<file path="config.mk">
export PLATFORM = sky130hd
export DESIGN_NAME = rx_lane_status_fc
export DESIGN_NICKNAME = d
export VERILOG_FILES = /design/src/shared/rx_lane_status_pkg.sv /design/src/hdl/rx_lane_status_fc.sv /design/src/hdl/word_lock_counter.sv
export SDC_FILE = /design/constraint.sdc
export NUM_CORES = 1
export LEC_CHECK = 0
export BUFFER_PORTS_ARGS = -buffer_cell sky130_fd_sc_hd__buf_2
export CORE_MARGIN = 10
export CORE_UTILIZATION = 29
export CTS_CLUSTER_DIAMETER = 120
export DETAILED_ROUTE_END_ITERATION = 8
export GPL_ROUTABILITY_DRIVEN = 0
export PLACE_DENSITY_LB_ADDON = 0.08
export SYNTH_ARGS = -nofsm -noshare
export SYNTH_HDL_FRONTEND = slang
export SYNTH_SLANG_ARGS = --single-unit
export TNS_END_PERCENT = 5
</file>
<file path="constraint.sdc">
create_clock -name pclk -period 4.1 [get_ports pclk]
set_input_delay 0.615 -clock pclk [delete_from_list [all_inputs] [get_ports pclk]]
set_output_delay 0.615 -clock pclk [all_outputs]
set_load 0.01 [all_outputs]
</file>
<file path="src/shared/rx_lane_status_pkg.sv">
// constants for the receive lane status and in-band flow-control block
package rx_lane_status_pkg;
	localparam int          NUM_LANES      = 12;
	localparam int          CAL_ENTRIES    = 256;
	localparam int          CAL_GROUP      = 16;
	localparam int          CAL_GROUPS     = CAL_ENTRIES / CAL_GROUP;
	localparam int          LOCK_COUNT     = 64;
	// control word field positions
	localparam int          CW_CAL_HI      = 55;
	localparam int          CW_CAL_LO      = 40;
	localparam int          CW_CAL_START   = 56;
	localparam int          CW_MU_HI       = 31;
	localparam int          CW_MU_LO       = 24;
	// framing patterns on bits[65:64]
	localparam logic [1:0]  FRAME_DATA     = 2'h1;
	localparam logic [1:0]  FRAME_CTRL     = 2'h2;
	// register byte offsets
	localparam logic [7:0]  OFF_IRQ_STATUS = 8'h00;
	localparam logic [7:0]  OFF_IRQ_MASK   = 8'h04;
	localparam logic [7:0]  OFF_LANE_STAT  = 8'h08;
	localparam logic [7:0]  OFF_DIAG_STAT  = 8'h0C;
	localparam logic [7:0]  OFF_MULTI_USE  = 8'h10;
	localparam logic [7:0]  OFF_CONTROL    = 8'h14;
	// interrupt status bit positions
	localparam int          IRQ_CW_FAIL    = 0;
	localparam int          IRQ_DIAG_FAIL  = 1;
	localparam int          IRQ_MU_UPDATE  = 2;
	localparam int          IRQ_ALIGN_LOST = 3;
	localparam int          IRQ_BITS       = 4;
	// reset values and the lane status synced field position
	localparam logic [3:0]  IRQ_MASK_RST   = 4'h0;
	localparam logic [0:0]  CONTROL_RST    = 1'h1;
	localparam int          SYNCED_LSB     = 16;
endpackage

</file>
<file path="src/hdl/rx_lane_status_fc.sv">
// receive lane status, diagnostic word checks and in-band flow-control extraction
// What this block does
// - per lane, hold last diagnostic CRC32 validity
// - pulse lane CRC32 fail bit one cycle
// - fill calendar from control word bits 55-40
// - calendar bit one is XON, zero XOFF
// - keep only 256 entries, drop the rest
// - short calendar leaves untouched bits unchanged
// - first received entry lands in bit zero
// - CRC24 error or alignment loss clears calendar
// - calendar output changes only on user clock
// - multi-use output is control word bits 31:24
// - pulse update flag one cycle per update
// - word lock after 64 good framing patterns
// - word lock ignores sync and scrambler words
// - synced needs lock, sync and scrambler words
// - flag CRC24 mismatch on received control word
// - expose diagnostic bits 33 and 32 per lane
//
// The APB register port and the placing of the registers were decided locally.
module rx_lane_status_fc #(
	parameter int LANES = rx_lane_status_pkg::NUM_LANES
) (
	input  wire logic               pclk,
	input  wire logic               presetn,
	// apb slave
	input  wire logic               psel,
	input  wire logic               penable,
	input  wire logic               pwrite,
	input  wire logic [7:0]         paddr,
	input  wire logic [31:0]        pwdata,
	output logic [31:0]             prdata,
	output logic                    pready,
	output logic                    pslverr,
	output logic                    irq,
	// per-lane receive words
	input  wire logic [LANES-1:0]   lane_word_valid,
	input  wire logic [2*LANES-1:0] lane_framing,
	input  wire logic [LANES-1:0]   lane_mf_sync_ok,
	input  wire logic [LANES-1:0]   lane_scrambler_ok,
	// per-lane diagnostic words
	input  wire logic [LANES-1:0]   diag_word_valid,
	input  wire logic [LANES-1:0]   diag_crc_match,
	input  wire logic [LANES-1:0]   diag_bit33,
	input  wire logic [LANES-1:0]   diag_bit32,
	// received control words
	input  wire logic               ctrl_word_valid,
	input  wire logic [63:0]        ctrl_word,
	input  wire logic [23:0]        ctrl_crc24_rx,
	input  wire logic [23:0]        ctrl_crc24_calc,
	input  wire logic               align_lost,
	// status outputs
	output logic [LANES-1:0]        word_lock,
	output logic [LANES-1:0]        synced,
	output logic [LANES-1:0]        diag_word_check_ok,
	output logic [LANES-1:0]        diag_word_check_fail_pulse,
	output logic [LANES-1:0]        lane_health,
	output logic [LANES-1:0]        intf_health,
	output logic [255:0]            rx_calendar_xon_vector,
	output logic [7:0]              multi_use,
	output logic                    multi_use_updated,
	output logic                    control_word_check_fail
);
	localparam int GW = $clog2(rx_lane_status_pkg::CAL_GROUPS) + 1;

	logic [LANES-1:0]                         lock_raw;
	logic                                     crc_bad;
	logic                                     cw_good;
	logic [GW-1:0]                            cal_group;
	logic [GW-1:0]                            group_sel;
	logic [rx_lane_status_pkg::CAL_GROUP-1:0] cal_bits;
	logic [rx_lane_status_pkg::IRQ_BITS-1:0]  irq_status;
	logic [rx_lane_status_pkg::IRQ_BITS-1:0]  irq_mask;
	logic [rx_lane_status_pkg::IRQ_BITS-1:0]  irq_events;
	logic [0:0]                               cal_enable;
	logic                                     apb_setup;
	logic                                     apb_write;

	// pick the register that a read returns
	function automatic logic [31:0] read_mux(input logic [7:0] addr);
		logic [31:0] d;
		d = 32'h0;
		unique case (addr)
			rx_lane_status_pkg::OFF_IRQ_STATUS: d = 32'(irq_status);
			rx_lane_status_pkg::OFF_IRQ_MASK:   d = 32'(irq_mask);
			rx_lane_status_pkg::OFF_LANE_STAT:
				d = 32'(word_lock) | (32'(synced) << rx_lane_status_pkg::SYNCED_LSB);
			rx_lane_status_pkg::OFF_DIAG_STAT:  d = 32'(diag_word_check_ok);
			rx_lane_status_pkg::OFF_MULTI_USE:  d = 32'(multi_use);
			rx_lane_status_pkg::OFF_CONTROL:    d = 32'(cal_enable);
			default:                            d = 32'h0;
		endcase
		return d;
	endfunction

	function automatic logic is_mapped(input logic [7:0] addr);
		return addr == rx_lane_status_pkg::OFF_IRQ_STATUS ||
			addr == rx_lane_status_pkg::OFF_IRQ_MASK ||
			addr == rx_lane_status_pkg::OFF_LANE_STAT ||
			addr == rx_lane_status_pkg::OFF_DIAG_STAT ||
			addr == rx_lane_status_pkg::OFF_MULTI_USE ||
			addr == rx_lane_status_pkg::OFF_CONTROL;
	endfunction

	// first entry arrives on the highest bit of the field
	function automatic logic [15:0] entry_order(input logic [63:0] cw);
		logic [15:0] r;
		r = 16'h0;
		for (int k = 0; k < rx_lane_status_pkg::CAL_GROUP; k++) begin
			r[k] = cw[rx_lane_status_pkg::CW_CAL_HI - k];
		end
		return r;
	endfunction

	// per-lane lock, sync and diagnostic word status
	genvar gi;
	generate
		for (gi = 0; gi < LANES; gi++) begin : g_lane
			word_lock_counter #(
				.LOCK_COUNT (rx_lane_status_pkg::LOCK_COUNT)
			) u_lock (
				.pclk       (pclk),
				.presetn    (presetn),
				.word_valid (lane_word_valid[gi]),
				.framing    (lane_framing[2*gi +: 2]),
				.locked     (lock_raw[gi])
			);

			always_ff @(posedge pclk or negedge presetn) begin
				if (!presetn) begin
					word_lock[gi] <= 1'b0;
					synced[gi]    <= 1'b0;
				end else begin
					word_lock[gi] <= lock_raw[gi];
					synced[gi]    <= lock_raw[gi] & lane_mf_sync_ok[gi] &
						lane_scrambler_ok[gi];
				end
			end

			always_ff @(posedge pclk or negedge presetn) begin
				if (!presetn) begin
					diag_word_check_ok[gi]         <= 1'b0;
					diag_word_check_fail_pulse[gi] <= 1'b0;
					lane_health[gi]                <= 1'b0;
					intf_health[gi]                <= 1'b0;
				end else begin
					diag_word_check_fail_pulse[gi] <= diag_word_valid[gi] &
						~diag_crc_match[gi];
					if (diag_word_valid[gi]) begin
						diag_word_check_ok[gi] <= diag_crc_match[gi];
						lane_health[gi]        <= diag_bit33[gi];
						intf_health[gi]        <= diag_bit32[gi];
					end
				end
			end
		end
	endgenerate

	// control word checks
	assign crc_bad = ctrl_word_valid && (ctrl_crc24_rx != ctrl_crc24_calc);
	assign cw_good = ctrl_word_valid && !crc_bad;
	assign group_sel = ctrl_word[rx_lane_status_pkg::CW_CAL_START] ? '0 : cal_group;
	assign cal_bits  = entry_order(ctrl_word);

	always_ff @(posedge pclk or negedge presetn) begin
		if (!presetn) begin
			control_word_check_fail <= 1'b0;
		end else begin
			control_word_check_fail <= crc_bad;
		end
	end

	// calendar position tracking; saturates after the last group
	always_ff @(posedge pclk or negedge presetn) begin
		if (!presetn) begin
			cal_group <= '0;
		end else if (crc_bad || align_lost) begin
			cal_group <= '0;
		end else if (cw_good && group_sel != GW'(rx_lane_status_pkg::CAL_GROUPS)) begin
			cal_group <= group_sel + GW'(1);
		end else if (cw_good) begin
			cal_group <= group_sel;
		end
	end

	// flow-control vector, updated only on pclk
	always_ff @(posedge pclk or negedge presetn) begin
		if (!presetn) begin
			rx_calendar_xon_vector <= '0;
		end else if (crc_bad || align_lost) begin
			rx_calendar_xon_vector <= '0;
		end else if (cw_good && cal_enable[0] &&
			group_sel != GW'(rx_lane_status_pkg::CAL_GROUPS)) begin
			// only the addressed group moves, the rest keep their state
			rx_calendar_xon_vector[group_sel[GW-2:0] * 16 +: 16] <= cal_bits;
		end
	end

	// multi-use field
	always_ff @(posedge pclk or negedge presetn) begin
		if (!presetn) begin
			multi_use         <= 8'h00;
			multi_use_updated <= 1'b0;
		end else begin
			multi_use_updated <= cw_good;
			if (cw_good) begin
				multi_use <= ctrl_word[rx_lane_status_pkg::CW_MU_HI:rx_lane_status_pkg::CW_MU_LO];
			end
		end
	end

	// apb slave: read data latched in setup, one wait-free access cycle
	assign apb_setup = psel && !penable;
	assign apb_write = psel && penable && pready && pwrite;

	always_ff @(posedge pclk or negedge presetn) begin
		if (!presetn) begin
			pready  <= 1'b0;
			pslverr <= 1'b0;
			prdata  <= 32'h0;
		end else begin
			pready  <= apb_setup;
			pslverr <= apb_setup && !is_mapped(paddr);
			prdata  <= (apb_setup && !pwrite) ? read_mux(paddr) : 32'h0;
		end
	end

	always_ff @(posedge pclk or negedge presetn) begin
		if (!presetn) begin
			irq_mask   <= rx_lane_status_pkg::IRQ_MASK_RST;
			cal_enable <= rx_lane_status_pkg::CONTROL_RST;
		end else if (apb_write) begin
			if (paddr == rx_lane_status_pkg::OFF_IRQ_MASK) begin
				irq_mask <= pwdata[rx_lane_status_pkg::IRQ_BITS-1:0];
			end
			if (paddr == rx_lane_status_pkg::OFF_CONTROL) begin
				cal_enable <= pwdata[0:0];
			end
		end
	end

	// sticky events, write one to clear; a new event wins over the clear
	assign irq_events[rx_lane_status_pkg::IRQ_CW_FAIL]    = control_word_check_fail;
	assign irq_events[rx_lane_status_pkg::IRQ_DIAG_FAIL]  = |diag_word_check_fail_pulse;
	assign irq_events[rx_lane_status_pkg::IRQ_MU_UPDATE]  = multi_use_updated;
	assign irq_events[rx_lane_status_pkg::IRQ_ALIGN_LOST] = align_lost;

	always_ff @(posedge pclk or negedge presetn) begin
		if (!presetn) begin
			irq_status <= '0;
		end else if (apb_write && paddr == rx_lane_status_pkg::OFF_IRQ_STATUS) begin
			irq_status <= (irq_status & ~pwdata[rx_lane_status_pkg::IRQ_BITS-1:0]) |
				irq_events;
		end else begin
			irq_status <= irq_status | irq_events;
		end
	end

	always_ff @(posedge pclk or negedge presetn) begin
		if (!presetn) begin
			irq <= 1'b0;
		end else begin
			irq <= |(irq_status & irq_mask);
		end
	end
endmodule

</file>
<file path="src/hdl/word_lock_counter.sv">
// per-lane 64b/67b word boundary lock from consecutive framing patterns
module word_lock_counter #(
	parameter int LOCK_COUNT = rx_lane_status_pkg::LOCK_COUNT
) (
	input  wire logic       pclk,
	input  wire logic       presetn,
	input  wire logic       word_valid,
	input  wire logic [1:0] framing,
	output logic            locked
);
	logic [6:0] run_count;
	logic       frame_good;

	assign frame_good = (framing == rx_lane_status_pkg::FRAME_DATA) ||
		(framing == rx_lane_status_pkg::FRAME_CTRL);

	// only the framing check counts; sync and scrambler words play no part
	always_ff @(posedge pclk or negedge presetn) begin
		if (!presetn) begin
			run_count <= 7'h00;
			locked    <= 1'b0;
		end else if (word_valid) begin
			if (!frame_good) begin
				run_count <= 7'h00;
				locked    <= 1'b0;
			end else if (run_count == 7'(LOCK_COUNT - 1)) begin
				locked    <= 1'b1;
			end else begin
				run_count <= run_count + 7'h01;
			end
		end
	end
endmodule

</file>
==> impl_metrics.tcl, run 1 <==
set metrics [dict create \
    power_frac_clock 0.478 \
    slew_violations 0 \
    fmaxAchievable_mhz 289.1 \
    p_int_uw 8139 \
    row_count 95 \
    power_frac_comb 0.068 \
    wl_met2_um 36710 \
    grt_use_total 0.1831 \
    wl_met1_um 30260 \
    synth_flop_cell "dfrtp_1" \
    core_um2 67400 \
    die_y_um 281.3 \
    ctsHoldBuffers 0 \
    cts-htree-levels 2 \
    startpoint_type "register" \
    p_sw_uw 2608 \
    r2r_slack_ns 0.64 \
    synth_edf_count 0 \
    synthArstFlopShare 1.000 \
    cts-buffers-inserted 55 \
    layout_commonest_cell "buf_2" \
    critPathMaxFanout 10 \
    hold_violations 0 \
    required_ns 4.64 \
    drt_iter0_markers 856 \
    via_count 15694 \
    cts_buffer_depth 3 \
    final_layout_size_suffix_gt1_frac 0.3355 \
    hold_ws_ns 0.05748 \
    ir_drop_uv 313.6 \
    grt-ovfl-total 0 \
    viasPerCell 4.875 \
    first_global_vias 16238 \
    io_pins 640 \
    cts_tree "yes" \
    drc 0 \
    hold_class "in2async" \
    path_buf_inv 2 \
    root_buffer "clkbuf_16" \
    slowest_delay_ns 0.58 \
    synth_seq_cells 475 \
    grt_max_degree 116 \
    netlist.area_leader.share 0.5989 \
    start_util 0.2939 \
    layout.nets 2578 \
    reg2reg_depth 9 \
    swShare 0.2427 \
    path_cells "nand2b_1 > ha_1 > inv_2 > nor4_2 > nand2_1 > or4_4 > nor4_4 > buf_4 > a22o_1" \
    syn_avg_cell_area_um2 11.58 \
    synth_area_um2 19810 \
    synthCells 1711 \
    final_cell_mix "buf_2 (563), dfrtp_1 (474), a22o_1 (161)" \
    grt_pass1_wl_um 109500 \
    yosysSeqAreaShare 0.6002 \
    area_growth_pct 30.06 \
    drt-total-wl_um 74830 \
    post-cts-setup-buffers 0 \
    dp_slack_ns 0.3353 \
    r2r-end "rx_calendar_xon_vector[104]" \
    critPathCaptureType "register" \
    clock_skew_ns 0.02520 \
    dieArea_um2 79150 \
    highest_layer "met5" \
    detail_route.wl_per_cell_um 23.25 \
    final-setup-viol-count 0 \
    portBuffers 564 \
    dr_wl_met3_um 5578 \
    numClockSinks 475 \
    synth_area_leader_cell "dfrtp_1" \
    slew_headroom 0.2645 \
    clk_latency_ns 0.62 \
    period_minus_slack_ns 3.459 \
    crit_type "reg2reg" \
    critical_path.top_delay_family "simple AND/OR/NAND/NOR gates" \
    critPathArrivalTime_ns 4.00 \
    ys_warn_count 0 \
    finalCritPeriodShare 0.8438 \
    drtAntennaViolNets 0 \
    antenna_found_initial 9 \
    path_clk_slew_ns 0.06 \
    fp.dieW_um 281.3 \
    ys_types 61 \
    drv_cap 0 \
    power.leakage_uw 0.01303 \
    synth_area_leaders "dfrtp_1 (60%), a22o_1 (7.1%), mux2_2 (2.8%)" \
    post-route-worst-setup-slack_ns 0.6406 \
    power_density_nw_per_um2 417.2 \
    cts_resized 0 \
    worst_slew_pin_slew_ns 1.103 \
    drt_pass1_iterations 7 \
    finalSetupTns_ns 0 \
    dp_hpwl_um 55860 \
    seq_power_share 0.455 \
    cp_slowest_cell "or4_4" \
    reg2reg_from "cal_group[0]" \
    outcome "complete, no violations" \
    rsz0062_at_grt "no" \
]
-- flip-flops by register name (all words and copies together) (netlist names), 8 cells and up --
signal / count
diag_word_check_ok: 12
multi_use: 8
g_lane.u_lock.run_count: 84
word_lock: 12
lane_health: 12
synced: 12
intf_health: 12
prdata: 24
diag_word_check_fail_pulse: 12
rx_calendar_xon_vector: 256
g_lane.u_lock.locked: 12
-- stage by stage --
| stage | instances | utilization | total power [uW] | instance area (um^2) |
|---|---|---|---|---|
| floorplan | 1718 | - | 5284 | 19830 |
| global placement | 3112 | 0.3538 | 5708 | 23840 |
| detailed placement | 3112 | 0.3538 | 5718 | 23840 |
| CTS | 3213 | 0.3820 | 10920 | 25740 |
| global route | 3218 | 0.3822 | 11200 | 25760 |
| finish | 3219 | 0.3822 | 10750 | 25760 |
-- kinds of logic after synthesis --
family	Yosys count	share of synthesized area
simple gates	534	0.1380
flops	475	0.6002
compound gates	376	0.1331
buf+inv	126	0.02780
mux	106	0.05673
xor+xnor	78	0.03449
fa+ha+maj	15	0.009476
other cells	1	0.0001893
-- cells in the mapped netlist (all sizes together) (19+ instances only) --
cell type and instances:
dfrtp 474, a22o 161, nor2 137, nand2 134, a21oi 95, nand3 73, o21ai 70, mux2i 56
mux2 50, clkbuf 49, xor2 44, inv 39, buf 38, xnor2 34, or3 32, and2 27
nor3 27, and3 26, nor4 23, nand2b 19
-- worst register-to-register path, stage by stage, from the launching register on --
cell	delay, ns
dfrtp_1	0.54
nand2b_1	0.20
ha_1	0.53
inv_2	0.13
nor4_2	0.32
nand2_1	0.18
or4_4	0.58
nor4_4	0.46
buf_4	0.29
a22o_1	0.16
-- worst max-delay path by stage --
stage                                        to  cells after the start  slack (ns)          start
global placement    rx_calendar_xon_vector[104]                     10        0.36  ctrl_word[56]
CTS                 rx_calendar_xon_vector[104]                      9        0.66   cal_group[0]
global route        rx_calendar_xon_vector[104]                      9        0.49   cal_group[0]
detailed placement  rx_calendar_xon_vector[111]                     10        0.34  ctrl_word[56]
floorplan           rx_calendar_xon_vector[111]                     11        0.91  ctrl_word[56]
finish              rx_calendar_xon_vector[104]                      9        0.64   cal_group[0]
-- metal layers --
layer / vias to the layer above / global-route usage
li1: 7267 / -
met1: 7832 / 0.2174
met2: 479 / 0.3106
met3: 108 / 0.05663
met4: 8 / 0.06239
met5: - / 0
-- final cells by class --
type / count / area [um^2]
multi-input cells: 1117 / 7478
well taps: 873 / 1092
fillers: 6782 / 41640
clock buffers: 80 / 1600
flip-flops and latches: 475 / 11890
diodes: 6 / 15.01
clock inverters: 21 / 300.3
inverters: 39 / 146.4
repair buffers: 608 / 3238
-- power groups by stage --
stage          sequential (uW)  clock (uW)  combinational [uW]
3_5_place_dp              4970           0                 746
2_1_floorplan             4970           0                 309
3_3_place_gp              4970           0                 739
4_1_cts                   4890        5290                 749
6_report                  4890        5130                 726
5_1_grt                   4900        5480                 817
(Power assumes the default switching activity.)
==> inputs of run 2 (changes only) <==
clock period = 3.2 ns   (was 4.1 ns; I/O delays follow)
==> run 2 against run 1 <==
- flip-flop and latch count stayed put
- largest power group unchanged
- worst setup slack lost 0.47 ns
- die area is the same
- highest routed layer unchanged
- maximum frequency rose by 14%
- clock skew decreased by 0.0011 ns
- critical endpoint is now rx_calendar_xon_vector[243]
- critical path type unchanged
- first-iteration DRC count up 3.5%
- wire length increased by 0.25%
==> impl_metrics.tcl, run 2 (synthesis results as in run 1) <==
set metrics [dict create \
    hold_violations 0 \
    drv_cap 0 \
    reg.largest.list "rx_calendar_xon_vector (256), g_lane.u_lock.run_count (84), prdata (24)" \
    cts_buffer_depth 3 \
    cts-htree-levels 2 \
    via_count 15765 \
    critPathMaxFanout 16 \
    slew_violations 0 \
    top_register "rx_calendar_xon_vector" \
    crit_path_start "cal_group[0]" \
    cts_tree "yes" \
    period_minus_slack_ns 3.034 \
    drt_pass1_iterations 5 \
    area_growth_pct 31.16 \
    hold_class "in2reg" \
    post-route-worst-setup-slack_ns 0.1661 \
    power_density_nw_per_um2 524.0 \
    worstHoldStart "diag_crc_match[10]" \
    final_layout_size_suffix_gt1_frac 0.3395 \
    die_y_um 281.3 \
    slowest_delay_ns 0.91 \
    rsz0062_at_grt "no" \
    grt_max_degree 77 \
    final_util 0.3854 \
    io_pins 640 \
    top_usage_layer "met2" \
    viasPerCell 4.858 \
    antenna_found_initial 5 \
    largest_register_ffs 256 \
    grt.met1_usage 0.2191 \
    drt_iter0_markers 886 \
    first_global_vias 16468 \
    grt-ovfl-total 0 \
    row_count 95 \
    numClockSinks 475 \
    grt_use_total 0.1841 \
    portBuffers 564 \
    finalCritPeriodShare 0.9481 \
    crit_type "reg2reg" \
    root_buffer "clkbuf_16" \
    layout.nets 2610 \
    outcome "complete, no violations" \
    clk_latency_ns 0.61 \
    reg2reg_from "cal_group[0]" \
    required_ns 3.64 \
    path_clk_slew_ns 0.06 \
    use_met3 0.05398 \
    whs_path_depth 2 \
    dp_hpwl_um 56420 \
    final_cell_mix "buf_2 (563), dfrtp_1 (474), a22o_1 (161)" \
    drc 0 \
    critPathArrivalTime_ns 3.47 \
    r2r-end "rx_calendar_xon_vector[243]" \
    ir_drop_uv 357.3 \
    fmaxAchievable_mhz 329.6 \
    slew_headroom 0.3236 \
    startpoint_type "register" \
    core_um2 67400 \
    cts-buffers-inserted 55 \
    multi_input_area_um2 7478 \
    drtAntennaViolNets 0 \
    grt_use_met2 0.3178 \
    critical_path.top_delay_family "simple AND/OR/NAND/NOR gates" \
    clock_skew_ns 0.02409 \
    r2r_slack_ns 0.17 \
    seq_area_um2 11890 \
    post-cts-setup-buffers 0 \
    power.leakage_uw 0.01315 \
    path_buf_inv 0 \
    grt_pass1_wl_um 110300 \
    dp_slack_ns 0.01154 \
    dpl-instance-area_um2 24080 \
    critPathCaptureType "register" \
    cp_slowest_cell "or4b_2" \
    final-setup-viol-count 0 \
    hold_path_end "diag_word_check_fail_pulse[10]" \
    start_util 0.2939 \
    dieArea_um2 79150 \
    path_cells "nor3_1 > or2_2 > ha_1 > a21oi_1 > nand3_1 > or4b_2 > nand2_1 > a21oi_1" \
    drt-total-wl_um 75020 \
    critPathMostFrequentCell "a21oi_1" \
    finalSetupTns_ns 0 \
    layout_commonest_cell "buf_2" \
    reg2reg_depth 8 \
    fill_cells 6665 \
    fp.dieW_um 281.3 \
    detail_route.wl_per_cell_um 23.12 \
    worst_slew_pin_slew_ns 1.015 \
    design_area_um2 25980 \
]
[run 2: cell types whose count changed in the layout (fill, tap and decap cells not counted), sizes merged, moves of 3 or more]
cell and delta:
dlygate4sd3 +7, diode -5, clkinv -3, buf +25
[run 2: how the worst max path moves through the flow]
stage / end / slack [ns] / cells past startpoint
after CTS: rx_calendar_xon_vector[243] / 0.16 / 8
final: rx_calendar_xon_vector[243] / 0.17 / 8
after floorplan: rx_calendar_xon_vector[111] / 0.15 / 11
after global placement: rx_calendar_xon_vector[104] / 0.04 / 10
after detailed placement: rx_calendar_xon_vector[111] / 0.01 / 10
after global routing: rx_calendar_xon_vector[108] / 0.02 / 9
[run 2: metrics by stage]
| stage | power [uW] | hold slack [ns] | instances |
|---|---|---|---|
| after floorplan | 6770 | 0.1844 | 1718 |
| after global placement | 7314 | 0.4131 | 3137 |
| after detailed placement | 7333 | 0.4059 | 3137 |
| after CTS | 13840 | 0.002121 | 3244 |
| after global routing | 14190 | 0.01628 | 3245 |
| final | 13610 | 0.04763 | 3245 |
[run 2: metal layers]
metal  part of all wire  vias up
met1               0.41     7876
met5            0.00047        -
met4              0.028        6
li1                   -     7315
met2               0.49      461
met3              0.074      107
[run 2: layout make-up]
| cell class | count | share of cell area |
|---|---|---|
| inverter | 39 | 0.005635 |
| clock buffer | 81 | 0.06059 |
| sequential | 475 | 0.4576 |
| clock inverter | 19 | 0.009633 |
| multi-input combinational | 1117 | 0.2879 |
| antenna | 1 | 0.00009633 |
| tap | 873 | 0.04205 |
| timing repair buffer | 640 | 0.1365 |
[run 2: power by group]
part           leakage, uW  internal (uW)  switching [uW]
Combinational      0.00577            342             604
Clock             0.000889           3810            2600
Sequential         0.00649           6150             117
[run 2: worst reg2reg max path, cell delays in order (launching register included)]
cell and delay [ns]:
dfrtp_1 0.54, nor3_1 0.07, or2_2 0.28, ha_1 0.32, a21oi_1 0.26, nand3_1 0.25
or4b_2 0.91, nand2_1 0.16, a21oi_1 0.07
[run 2: what timing repair did]
item	in CTS	in global routing
gates resized for setup	0	0
hold endpoints to repair	61	0
hold buffers	7	0
==> inputs of run 3 (changes only) <==
CORE_AREA = 10 10 240 242   (was not set)
CORE_MARGIN = not set   (was 10)
CORE_UTILIZATION = not set   (was 29)
DIE_AREA = 0 0 250 252   (was not set)
==> run 3 against run 2 <==
- register-to-register slack improved by 0.12 ns
- utilization is 10 points higher
- power decreased by 1.3%
- worst setup slack gained 0.12 ns
- largest power group is now sequential cells
- highest routed layer unchanged
==> impl_metrics.tcl, run 3 (synthesis results as in run 1) <==
set metrics [dict create \
    worst_slew_pin_slew_ns 1.185 \
    crit_type "reg2reg" \
    dp_slack_ns 0.1763 \
    grt_pass1_wl_um 104500 \
    final-setup-viol-count 0 \
    post-route-worst-setup-slack_ns 0.2905 \
    largest_register_ffs 256 \
    final_layout_size_suffix_gt1_frac 0.3342 \
    io_pins 640 \
    drt_iter0_markers 1049 \
    final_util 0.4862 \
    die_y_um 252 \
    cts_tree "yes" \
    viasPerCell 5.188 \
    detail_route.wl_per_cell_um 22.91 \
    dp_hpwl_um 51410 \
    drc 0 \
    required_ns 3.68 \
    drtAntennaViolNets 0 \
    antenna_found_initial 10 \
    fill_cells 4877 \
    reg2reg_from "cal_group[0]" \
    power.leakage_uw 0.01301 \
    rsz0062_at_grt "no" \
    fmaxAchievable_mhz 343.7 \
    start_util 0.3776 \
    power_density_nw_per_um2 527.1 \
    cts-buffers-inserted 53 \
    ir_drop_uv 448.8 \
    core_um2 52450 \
    slew_violations 0 \
    drv_cap 0 \
    r2r_slack_ns 0.29 \
    via_count 15771 \
    slew_headroom 0.2073 \
    cts-htree-levels 2 \
    cp-endpoint "rx_calendar_xon_vector[247]" \
    area_growth_pct 28.74 \
    hold_ws_ns 0.04321 \
    critPathArrivalTime_ns 3.38 \
    path_clk_slew_ns 0.07 \
    first_global_vias 16414 \
    cts_buffer_depth 3 \
    r2r-end "rx_calendar_xon_vector[247]" \
    final_cell_mix "buf_2 (563), dfrtp_1 (474), a22o_1 (161)" \
    numClockSinks 475 \
    reg.largest.list "rx_calendar_xon_vector (256), g_lane.u_lock.run_count (84), prdata (24)" \
    period_minus_slack_ns 2.910 \
    finalCritPeriodShare 0.9092 \
    hold_class "in2reg" \
    clk_latency_ns 0.61 \
    grt_use_total 0.2135 \
    dpl-instance-area_um2 23680 \
    finalSetupTns_ns 0 \
    root_buffer "clkbuf_16" \
    grt_max_degree 99 \
    layout.nets 2587 \
    row_count 84 \
    drt_pass1_iterations 6 \
    reg2reg_depth 8 \
    outcome "complete, no violations" \
    cts_resized 0 \
    startpoint_type "register" \
    critPathMaxFanout 16 \
    grt-ovfl-total 0 \
    crit_path_start "cal_group[0]" \
    dieArea_um2 63000 \
    critPathCaptureType "register" \
    layout_commonest_cell "buf_2" \
    portBuffers 564 \
    clock_skew_ns 0.02269 \
    drt-total-wl_um 69660 \
    design_area_um2 25500 \
    hold_violations 0 \
    top_register "rx_calendar_xon_vector" \
    fp.dieW_um 250 \
]
==> run 3: final cells by class <==
class                   instances  area [um^2]  share of cell area
flip-flops and latches        475        11890              0.4662
multi-input cells            1117         7425              0.2912
repair buffers                619         3373              0.1323
clock buffers                  82         1595             0.06257
well taps                     688        860.8             0.03376
clock inverters                17        201.4            0.007901
inverters                      39        146.4            0.005741
diodes                          3        7.507           0.0002944
==> run 3: through the flow <==
stage / cells / total power, uW
finish: 3040 / 13440
detailed placement: 2937 / 7328
global route: 3038 / 13980
global placement: 2937 / 7304
CTS: 3037 / 13620
floorplan: 1718 / 6770
==> run 3: worst min path at each step <==
stage | depth (start not counted) | slack (ns) | start | to
after floorplan | 0 | 0.18 | presetn | cal_group[0]
after global placement | 0 | 0.43 | g_lane[6].u_lock.locked | word_lock[6]
after detailed placement | 0 | 0.43 | g_lane[3].u_lock.locked | word_lock[3]
after CTS | 2 | 0.009 | diag_crc_match[7] | diag_word_check_fail_pulse[7]
after global routing | 2 | 0.02 | diag_crc_match[1] | diag_word_check_fail_pulse[1]
final | 2 | 0.04 | diag_crc_match[7] | diag_word_check_fail_pulse[7]
==> run 3: worst max-delay path, cell delays in order (launching register included) <==
cell and delay [ns]:
dfrtp_1 0.52, nor3_1 0.07, or2_2 0.28, ha_1 0.32, a21oi_1 0.25, nand3_1 0.24
or4b_2 0.88, nand2_1 0.14, a21oi_1 0.08
==> run 3: per-layer routing <==
layer  vias to the layer above  GRT usage  share of wire
met5                         -          0         0.0014
met4                        14    0.07487          0.030
met3                       121    0.06386          0.073
met2                       498     0.3620           0.49
met1                      7873     0.2541           0.40
li1                       7265          -              -
==> run 3: where the power goes <==
group          switching (uW)  internal, uW  total, uW  leakage, uW
registers                 121          6150       6270      0.00649
clock network            2560          3680       6230     0.000876
logic                     602           337        939      0.00564
==> run 3: timing repair <==
item | in CTS | in global routing
hold endpoints to repair | 48 | 0
buffers inserted | 0 | 0
hold buffers | 1 | 0
